[src/rtl/tsgps_map.vh]
`ifndef TSGPS_MAP_VH
`define TSGPS_MAP_VH
// ----------------------------------------
// register byte offsets (word aligned)
// ----------------------------------------
`define TSGPS_OFS_CTRL 8'h00
`define TSGPS_OFS_GPS_STATUS 8'h04
`define TSGPS_OFS_DILUTION 8'h08
`define TSGPS_OFS_DILUTION_MAX 8'h0C
`define TSGPS_OFS_SECONDS 8'h10
`define TSGPS_OFS_YEAR 8'h14
`define TSGPS_OFS_IRQ_STATUS 8'h18
`define TSGPS_OFS_IRQ_MASK 8'h1C
// ----------------------------------------
// control register fields
// ----------------------------------------
`define TSGPS_CTRL_MODE_LSB 0
`define TSGPS_CTRL_MODE_MSB 1
`define TSGPS_CTRL_RESEED_BIT 8
// ----------------------------------------
// primary input selections
// ----------------------------------------
`define TSGPS_MODE_RTC 2'h0
`define TSGPS_MODE_GPS 2'h1
`define TSGPS_MODE_IRIG_9X 2'h2
`define TSGPS_MODE_IRIG_04 2'h3
// ----------------------------------------
// status word fields
// ----------------------------------------
`define TSGPS_STAT_LOCK_BIT 15
`define TSGPS_STAT_DOP_BIT 11
`define TSGPS_STAT_VIEW_MSB 7
`define TSGPS_STAT_VIEW_LSB 4
`define TSGPS_STAT_USED_MSB 3
`define TSGPS_STAT_USED_LSB 0
// ----------------------------------------
// interrupt bits
// ----------------------------------------
`define TSGPS_IRQ_PPS 0
`define TSGPS_IRQ_LOCK 1
`define TSGPS_IRQ_DOP 2
`define TSGPS_IRQ_LOAD 3
`define TSGPS_IRQ_W 4
// ----------------------------------------
// reset values and timing
// ----------------------------------------
`define TSGPS_RST_MODE 2'h0
`define TSGPS_RST_DILUTION_MAX 16'h0005
`define TSGPS_RST_YEAR 8'h00
`define TSGPS_CLK_HZ 40000000
`define TSGPS_HZ_PER_MHZ 1000000
`define TSGPS_PPS_WIDTH_US 1000
`define TSGPS_YEAR_UNITS_LSB 0
`define TSGPS_YEAR_TENS_LSB 5
`define TSGPS_HTRANS_NONSEQ_BIT 1
`endif

[src/rtl/tsgps_top.v]
`timescale 1ns/100ps
`include "tsgps_map.vh"

// Operation
// - selecting the real-time clock as primary input loads the seed time from the battery-backed clock.
// - in real-time-clock mode GPS and IRIG time is ignored even when those sources are active.
// - the lock flag at bit 15 of the status word resets to zero and is one only once the receiver has lock.
// - bit 11 of the status word is one whenever the dilution figures are outside their accepted range.
// - bits 7 to 4 report satellites in view and bits 3 to 0 satellites in use.
// - the actual dilution figure is readable in its own register apart from the status word.
// - the pulse-per-second output comes from internal time, once a second, whatever the source.
// - with the 2004 IRIG revision the year is decoded from the control function bits; 9x gives no year.
module tsgps_top #(
    parameter TICKS_PER_SEC = `TSGPS_CLK_HZ,
    parameter PPS_WIDTH = `TSGPS_CLK_HZ / `TSGPS_HZ_PER_MHZ * `TSGPS_PPS_WIDTH_US
) (
    input wire CLK, // system clock, 40 MHz
    input wire NRST, // async reset, active low
    input wire HSEL, // slave select
    input wire [31:0] HADDR, // byte address
    input wire [1:0] HTRANS, // transfer type
    input wire HWRITE, // write when high
    input wire [2:0] HSIZE, // transfer size, word only
    input wire [31:0] HWDATA, // write data
    input wire HREADY, // bus ready
    output wire HREADYOUT, // slave ready, always high
    output wire HRESP, // always okay
    output reg [31:0] HRDATA, // read data
    output wire IRQ, // level interrupt
    input wire [31:0] RTC_SECONDS, // battery-backed clock seconds
    input wire [31:0] GPS_SECONDS, // receiver time of next second
    input wire GPS_TIME_VALID, // pulse, receiver time is fresh
    input wire GPS_LOCK, // receiver has position lock
    input wire [15:0] GPS_DILUTION, // receiver dilution figure
    input wire [3:0] GPS_SATS_VIEW, // satellites in view
    input wire [3:0] GPS_SATS_USED, // satellites in use
    input wire [31:0] IRIG_SECONDS, // decoded irig time
    input wire [17:0] IRIG_CONTROL_FUNCTION_BITS, // decoded control function field
    input wire IRIG_FRAME_VALID, // pulse, irig frame decoded
    output reg PPS_OUT, // once-per-second pulse
    output reg [31:0] TIME_SECONDS // internal seconds count
);

    // ----------------------------------------
    // helpers
    // ----------------------------------------
    // bcd digit pair to binary, clamps junk digits at nine
    function [7:0] bcd_to_bin;
        input [3:0] tens;
        input [3:0] units;
        reg [3:0] t;
        reg [3:0] u;
        begin
            t = (tens > 4'h9) ? 4'h9 : tens;
            u = (units > 4'h9) ? 4'h9 : units;
            bcd_to_bin = {t, 3'h0} + {2'h0, t, 1'b0} + {4'h0, u};
        end
    endfunction

    // ----------------------------------------
    // registers
    // ----------------------------------------
    reg [1:0] mode_reg;
    reg [15:0] dil_max_reg;
    reg [7:0] year_reg;
    reg [`TSGPS_IRQ_W-1:0] irq_stat_reg;
    reg [`TSGPS_IRQ_W-1:0] irq_mask_reg;
    reg [15:0] status_reg;
    reg [15:0] dil_reg;
    reg seed_pend_reg;
    reg [31:0] sub_reg;
    reg [31:0] sec_reg;
    reg wr_pend_reg;
    reg [7:0] wr_addr_reg;
    reg lock_d_reg;
    reg dop_d_reg;

    wire addr_phase = HSEL & HREADY & HTRANS[`TSGPS_HTRANS_NONSEQ_BIT];
    wire [7:0] ofs = HADDR[7:0];
    wire wr_ctrl = wr_pend_reg & (wr_addr_reg == `TSGPS_OFS_CTRL);
    wire wr_irq_stat = wr_pend_reg & (wr_addr_reg == `TSGPS_OFS_IRQ_STATUS);

    assign HREADYOUT = 1'b1;
    assign HRESP = 1'b0;

    // ----------------------------------------
    // bus slave, zero wait states
    // ----------------------------------------
    // write address held into the data phase, read data latched at address phase
    always @(posedge CLK or negedge NRST) begin
        if (!NRST) begin
            wr_pend_reg <= 1'b0;
            wr_addr_reg <= 8'h00;
            HRDATA <= 32'h0000_0000;
        end else begin
            wr_pend_reg <= addr_phase & HWRITE;
            wr_addr_reg <= ofs;
            if (addr_phase & ~HWRITE) begin
                case (ofs)
                    `TSGPS_OFS_CTRL: HRDATA <= {30'h0, mode_reg};
                    `TSGPS_OFS_GPS_STATUS: HRDATA <= {16'h0, status_reg};
                    `TSGPS_OFS_DILUTION: HRDATA <= {16'h0, dil_reg};
                    `TSGPS_OFS_DILUTION_MAX: HRDATA <= {16'h0, dil_max_reg};
                    `TSGPS_OFS_SECONDS: HRDATA <= sec_reg;
                    `TSGPS_OFS_YEAR: HRDATA <= {24'h0, year_reg};
                    `TSGPS_OFS_IRQ_STATUS: HRDATA <= {28'h0, irq_stat_reg};
                    `TSGPS_OFS_IRQ_MASK: HRDATA <= {28'h0, irq_mask_reg};
                    default: HRDATA <= 32'h0000_0000;
                endcase
            end
        end
    end

    // software-writable settings; status and dilution have no write path
    always @(posedge CLK or negedge NRST) begin
        if (!NRST) begin
            mode_reg <= `TSGPS_RST_MODE;
            dil_max_reg <= `TSGPS_RST_DILUTION_MAX;
            irq_mask_reg <= {`TSGPS_IRQ_W{1'b0}};
        end else if (wr_pend_reg) begin
            case (wr_addr_reg)
                `TSGPS_OFS_CTRL: mode_reg <= HWDATA[`TSGPS_CTRL_MODE_MSB:`TSGPS_CTRL_MODE_LSB];
                `TSGPS_OFS_DILUTION_MAX: dil_max_reg <= HWDATA[15:0];
                `TSGPS_OFS_IRQ_MASK: irq_mask_reg <= HWDATA[`TSGPS_IRQ_W-1:0];
                default: mode_reg <= mode_reg;
            endcase
        end
    end

    // ----------------------------------------
    // receiver status
    // ----------------------------------------
    wire dop_bad = GPS_DILUTION > dil_max_reg;

    // status word rebuilt each cycle; lock reads zero from reset until receiver locks
    always @(posedge CLK or negedge NRST) begin
        if (!NRST) begin
            status_reg <= 16'h0000;
            dil_reg <= 16'h0000;
        end else begin
            status_reg <= 16'h0000;
            status_reg[`TSGPS_STAT_LOCK_BIT] <= GPS_LOCK;
            status_reg[`TSGPS_STAT_DOP_BIT] <= dop_bad;
            status_reg[`TSGPS_STAT_VIEW_MSB:`TSGPS_STAT_VIEW_LSB] <= GPS_SATS_VIEW;
            status_reg[`TSGPS_STAT_USED_MSB:`TSGPS_STAT_USED_LSB] <= GPS_SATS_USED;
            dil_reg <= GPS_DILUTION;
        end
    end

    // ----------------------------------------
    // time source selection
    // ----------------------------------------
    wire in_rtc = (mode_reg == `TSGPS_MODE_RTC);
    wire in_irig = (mode_reg == `TSGPS_MODE_IRIG_9X) | (mode_reg == `TSGPS_MODE_IRIG_04);
    // external loads only outside rtc mode
    wire gps_load = (mode_reg == `TSGPS_MODE_GPS) & GPS_TIME_VALID & GPS_LOCK;
    wire irig_load = in_irig & IRIG_FRAME_VALID;
    // a seed comes after reset, on entry to rtc mode, or on software request
    wire seed_req = wr_ctrl & ((HWDATA[`TSGPS_CTRL_MODE_MSB:`TSGPS_CTRL_MODE_LSB] == `TSGPS_MODE_RTC)
                    | HWDATA[`TSGPS_CTRL_RESEED_BIT]);
    wire rtc_load = seed_pend_reg & in_rtc;
    wire ext_load = gps_load | irig_load | rtc_load;
    wire sec_tick = (sub_reg == TICKS_PER_SEC - 1);

    // seed pending flag; reset sets it so the counter starts from the clock
    always @(posedge CLK or negedge NRST) begin
        if (!NRST) begin
            seed_pend_reg <= 1'b1;
        end else if (seed_req) begin
            seed_pend_reg <= 1'b1;
        end else if (rtc_load) begin
            seed_pend_reg <= 1'b0;
        end
    end

    // internal time base; a load realigns the second boundary to the source
    always @(posedge CLK or negedge NRST) begin
        if (!NRST) begin
            sub_reg <= 32'h0000_0000;
            sec_reg <= 32'h0000_0000;
        end else if (rtc_load) begin
            sub_reg <= 32'h0000_0000;
            sec_reg <= RTC_SECONDS;
        end else if (gps_load) begin
            sub_reg <= 32'h0000_0000;
            sec_reg <= GPS_SECONDS;
        end else if (irig_load) begin
            sub_reg <= 32'h0000_0000;
            sec_reg <= IRIG_SECONDS;
        end else if (sec_tick) begin
            sub_reg <= 32'h0000_0000;
            sec_reg <= sec_reg + 32'h0000_0001;
        end else begin
            sub_reg <= sub_reg + 32'h0000_0001;
        end
    end

    // pulse free-runs from internal time whatever the source, even with none attached
    always @(posedge CLK or negedge NRST) begin
        if (!NRST) begin
            PPS_OUT <= 1'b0;
            TIME_SECONDS <= 32'h0000_0000;
        end else begin
            PPS_OUT <= (sub_reg < PPS_WIDTH);
            TIME_SECONDS <= sec_reg;
        end
    end

    // ----------------------------------------
    // year
    // ----------------------------------------
    // only the 2004 revision carries year; 9x keeps the software year
    always @(posedge CLK or negedge NRST) begin
        if (!NRST) begin
            year_reg <= `TSGPS_RST_YEAR;
        end else if (irig_load & (mode_reg == `TSGPS_MODE_IRIG_04)) begin
            year_reg <= bcd_to_bin(IRIG_CONTROL_FUNCTION_BITS[`TSGPS_YEAR_TENS_LSB+3:`TSGPS_YEAR_TENS_LSB],
                IRIG_CONTROL_FUNCTION_BITS[`TSGPS_YEAR_UNITS_LSB+3:`TSGPS_YEAR_UNITS_LSB]);
        end else if (wr_pend_reg & (wr_addr_reg == `TSGPS_OFS_YEAR)) begin
            year_reg <= HWDATA[7:0];
        end
    end

    // ----------------------------------------
    // interrupts
    // ----------------------------------------
    always @(posedge CLK or negedge NRST) begin
        if (!NRST) begin
            lock_d_reg <= 1'b0;
            dop_d_reg <= 1'b0;
        end else begin
            lock_d_reg <= status_reg[`TSGPS_STAT_LOCK_BIT];
            dop_d_reg <= status_reg[`TSGPS_STAT_DOP_BIT];
        end
    end

    wire [`TSGPS_IRQ_W-1:0] irq_evt = {ext_load,
        status_reg[`TSGPS_STAT_DOP_BIT] & ~dop_d_reg,
        status_reg[`TSGPS_STAT_LOCK_BIT] & ~lock_d_reg,
        sec_tick};
    wire [`TSGPS_IRQ_W-1:0] irq_clr = wr_irq_stat ? HWDATA[`TSGPS_IRQ_W-1:0] : {`TSGPS_IRQ_W{1'b0}};

    // sticky bits; a new event in the clearing cycle wins over the clear
    always @(posedge CLK or negedge NRST) begin
        if (!NRST) begin
            irq_stat_reg <= {`TSGPS_IRQ_W{1'b0}};
        end else begin
            irq_stat_reg <= (irq_stat_reg & ~irq_clr) | irq_evt;
        end
    end

    assign IRQ = |(irq_stat_reg & irq_mask_reg);

endmodule // tsgps_top

[config.mk]
export PLATFORM = sky130hd
export DESIGN_NAME = tsgps_top
export DESIGN_NICKNAME = d
export VERILOG_FILES = /design/src/rtl/tsgps_top.v
export VERILOG_INCLUDE_DIRS = /design/src /design/src/rtl
export SDC_FILE = /design/constraint.sdc
export NUM_CORES = 1
export LEC_CHECK = 0
export ABC_AREA = 1
export BUFFER_PORTS_ARGS = -buffer_cell sky130_fd_sc_hd__buf_4
export CAP_MARGIN = 20
export CELL_PAD_IN_SITES_DETAIL_PLACEMENT = 1
export CELL_PAD_IN_SITES_GLOBAL_PLACEMENT = 2
export CORE_MARGIN = 5
export CORE_UTILIZATION = 33
export CTS_BUF_LIST = sky130_fd_sc_hd__clkbuf_4 sky130_fd_sc_hd__clkbuf_8
export DETAILED_ROUTE_END_ITERATION = 8
export PLACE_DENSITY = 0.95
export SYNTH_ARGS = -nofsm -noshare
export SYNTH_HDL_FRONTEND = slang
export SYNTH_SLANG_ARGS = --single-unit
[constraint.sdc]
create_clock -name CLK -period 2.43 [get_ports CLK]
set_input_delay 0.486 -clock CLK [delete_from_list [all_inputs] [get_ports CLK]]
set_output_delay 0.486 -clock CLK [all_outputs]
set_load 0.02 [all_outputs]
==> results_tabular.tex <==
\begin{tabular}{lr}
\hline
Metric & Value \\
\hline
\multicolumn{2}{l}{\textbf{Run status}} \\
\quad Outcome & completed \\
\multicolumn{2}{l}{\textbf{Timing}} \\
\quad Maximum clock rate & 476.6 MHz \\
\quad Final hold vios & 0 \\
\quad Final-report setup violation count & 0 \\
\quad Unrepaired setup endpoints after global routing & no \\
\quad Final clock period utilization by the worst path & 86.35\% \\
\quad Worst rel slew slack & 40.96\% \\
\quad Shortest clock period the worst path allows after layout & 2.098 ns \\
\quad Number of max-slew violations in the final report & 0 \\
\quad Largest clock skew in the final design & 0.03262 ns \\
\quad Slew @ Worst Pin & 0.8843 ns \\
\multicolumn{2}{l}{\textbf{Global route}} \\
\quad Via count of the first global-routing pass & around 12k \\
\quad Number of antenna violations at the first check in global routing & 2 \\
\quad Global-route wire length before repair & between 60 and 70 mm \\
\quad GR Overflow Total & 0 \\
\quad Aggregate global-route resource usage & 21.99\% \\
\quad Largest net degree at the start of global routing & 72 \\
\multicolumn{2}{l}{\textbf{Setup path}} \\
\quad Worst R2R Start & mode\_reg[1]\$\_DFFE\_PN0P\_ \\
\quad R2r setup slk & 0.33 ns \\
\quad Maximum fanout along the worst path & 13 \\
\quad Cell with the largest stage delay on the worst path & dfrtp\_1 \\
\quad Critical path origin & mode\_reg[1]\$\_DFFE\_PN0P\_ \\
\quad Arrival time of the worst setup path & approximately 2.5 ns \\
\quad Kind of capture point of the worst setup path & flip-flop \\
\quad Category of the critical setup timing path & reg -> reg \\
\quad Most prevalent standard cell on the critical path & a21oi\_1 \\
\quad Delay of the slowest cell on the worst path & 0.48 ns \\
\quad Kind of start point of the critical path & flip-flop \\
\quad Chain of cells forming the critical path & nand2\_2, buf\_4, nor2\_1, inv\_2, o21ai\_1, inv\_1, a21oi\_1, a21oi\_1 \\
\quad CP delay by family, top & compound AO/OA/AOI/OAI gates \\
\quad Count of buffering cells on the critical path with inverters included & 3 \\
\quad CP required & 2.86 ns \\
\multicolumn{2}{l}{\textbf{CTS}} \\
\quad Clock root buffer master & clkbuf\_8 \\
\quad Resized cells post-CTS & 0 \\
\quad TritonCTS clock tree & yes \\
\quad Clock-pin transition on the worst setup and hold timing paths & 0.05 ns \\
\quad Number of buffers inserted by hold repair at cts & 1 \\
\quad Clock Sink Count & 201 \\
\quad Buffers inserted during post-CTS setup optimization & 0 \\
\quad Max Root-Sink Buffers & 3 \\
\quad Num CTS Buffers & 39 \\
\quad \# H-tree levels & 2 \\
\quad Clock Latency Late Sink & 0.55 ns \\
\multicolumn{2}{l}{\textbf{Floorplan}} \\
\quad Effective utilization at floorplan & 33.21\% \\
\quad Core Area & 33,280 µm² \\
\quad Number of ports placed on the die boundary & around 280 \\
\quad Cell row count & 67 \\
\quad Horizontal die dimension & 193.0 µm \\
\quad DIE AREA & approximately 37,000 µm² \\
\quad Die height & just under 200 µm \\
\multicolumn{2}{l}{\textbf{Drt}} \\
\quad Number of vias after detailed routing & 11.31k \\
\quad Count of TritonRoute iterations in the first routing pass & 4 \\
\quad Number of nets with antenna violations after routing & 0 \\
\quad Drt drc & 0 \\
\quad DR WL met2 & 19.83 mm \\
\quad Average wire length per cell after detail routing & 18.60 µm \\
\quad Post-Route WL & 41.77 mm \\
\quad Post-detailed-route via-to-cell ratio & 5.037 \\
\quad Total routed wire length on the met1 layer & roughly 19 mm \\
\quad Total met3 wirelength after detailed routing & 2.449 mm \\
\quad Top routing layer in use & met5 \\
\quad Detailed router's first-iteration violation count & 601 \\
\multicolumn{2}{l}{\textbf{Synth}} \\
\quad Number of distinct standard cells referenced by the synthesized netlist & 44 \\
\quad Post-synthesis net count & 1,767 \\
\quad Main flop type after synthesis & dfrtp\_1 \\
\quad Share of async-settable or async-resettable flops after synthesis & 100.0\% \\
\quad Fraction of synthesized cell area in xor and xnor cells & 0.8716\% \\
\quad Number of register bits inferred by synthesis & 201 \\
\quad Fraction of the mapped netlist area in compound gates & about a tenth \\
\quad Simple logic cell fraction of the synthesized area & 32.71\% \\
\quad Dominant combinational cell family by area after synthesis & simple AND/OR/NAND/NOR gates \\
\quad Post-synthesis instance area & 11,050 µm² \\
\quad Adder-cell area share of the yosys netlist & 3.192\% \\
\quad Share of the yosys chip area belonging to registers & 45.54\% \\
\quad Multiplexer share of the synthesized area & 0\% \\
\quad Gate count after technology mapping & 1,525 \\
\quad Post-synthesis average cell area & 7.248 µm² \\
\quad Count of flip-flops with a built-in enable after synthesis & 0 \\
\quad Synthesis warning total & 0 \\
\multicolumn{2}{l}{\textbf{Cells and area}} \\
\quad Fraction of layout cells with a size suffix above 1 & 20.24\% \\
\quad Post-route standard cell area excluding fillers & 14,270 µm² \\
\quad Multi-input logic area & 5134 µm² \\
\quad Top library cells by usage in the layout, fill and taps aside & nand2\_1 (448), buf\_4 (252), nor2\_1 (226) \\
\quad Leading cell type in the layout, fill and taps excluded & nand2\_1 \\
\quad Layout overhead on the synthesized area & 29.10\% \\
\quad Layout Nets & 2,013 \\
\quad Fill count & between 4k and 5k \\
\quad Final cell utilization of the core & between 40 and 50\% \\
\quad Area used by sequential logic in the layout & 5034 µm² \\
\quad Antenna diode instance count & 0 \\
\multicolumn{2}{l}{\textbf{Power}} \\
\quad Pwr Density & between 600 and 700 nW/µm² \\
\quad Final total power & 8.621 mW \\
\quad Total leakage power & 7.106 nW \\
\quad IR Drop Worst-Case VDD & 0.3036 mV \\
\multicolumn{2}{l}{\textbf{Placement}} \\
\quad Number of buffer cells added on primary ports & 226 \\
\quad Post-placement cell area & 13,430 µm² \\
\quad Post-detailed-placement half-perimeter wirelength & 32.41 mm \\
\quad Last weighted congestion value of the routability-driven placer & 0.9289 \\
\multicolumn{2}{l}{\textbf{Min path}} \\
\quad Kind of path behind the tightest hold check & in -> reg \\
\quad Origin of the worst min-delay path & GPS\_SATS\_VIEW[0] \\
\multicolumn{2}{l}{\textbf{Flow run}} \\
\quad Max-cap violations & 0 \\
\hline
\end{tabular}
## per-layer routing
metal,track usage (%),vias up
met5,0,-
met4,5.773,4
met3,4.105,65
met2,36.87,302
met1,29.47,5577
li1,-,5366
## area by class of cell
cell class              count  share of cell area, %
inverters                 165                  4.340
well taps                 448                  3.928
flip-flops and latches    201                  35.27
multi-input cells        1101                  35.98
repair buffers            263                  14.69
clock buffers              64                  5.427
clock inverters             4                 0.3683
## power by group
group	leakage, nW	switching [mW]	internal [mW]
combinational	4.19	0.750	0.514
sequential	2.47	0.210	3.55
clock	0.443	1.48	2.12
## worst register-to-register path: stages (launching register included)
cell     delay, ns
dfrtp_1       0.48
nand2_2       0.10
buf_4         0.21
nor2_1        0.26
inv_2         0.12
o21ai_1       0.44
inv_1         0.15
a21oi_1       0.15
a21oi_1       0.07
## per-stage QoR
step / hold slack (ns) / setup TNS [ns] / worst slack [ns] / cells
after floorplan: 0.1904 / 0 / 0.04195 / 1525
after global placement: 0.3580 / -0.3155 / -0.1792 / 2177
after detailed placement: 0.3666 / -0.5649 / -0.2259 / 2177
after CTS: 0.02088 / 0 / 0.3416 / 2246
after global routing: 0.02413 / 0 / 0.1571 / 2246
final: 0.04380 / 0 / 0.3316 / 2246
## logic make-up (layout without fill, tap and decap cells)
logic type      count (synthesis)  after routing
compound gates                192            192
xor+xnor                       11             11
fa+ha+maj                      27             27
buf+inv                       223            496
flops                         201            201
other cells                     2              2
simple gates                  869            869
## cell usage after synthesis (16+ instances only)
cell type	instances	share of area, %
dfrtp_1	198	45
inv_1	149	5.1
a21oi_1	61	2.8
o31ai_1	16	1.1
nor2_1	227	7.7
o21ai_1	16	0.72
ha_1	25	2.8
nand4_1	19	1.1
o21ai_0	76	3.4
buf_2	25	1.1
clkbuf_1	25	0.85
nor3_1	25	1.1
nand2_1	448	15
nand3_1	119	5.4
## worst paths after layout
check / end / depth (start not counted)
max in group asynchronous: seed_pend_reg$_DFFE_PN1P_ / 3
min in group asynchronous: TIME_SECONDS[23]$_DFF_PN0_ / 2
worst max register to register: year_reg[6]$_DFFE_PN0P_ / 8
worst min-delay path: status_reg[4]$_DFF_PN0_ / 1
worst min register to register: dop_d_reg$_DFF_PN0_ / 0
worst max-delay path: year_reg[6]$_DFFE_PN0P_ / 8
No activity file was read; power rests on OpenSTA's default activity.
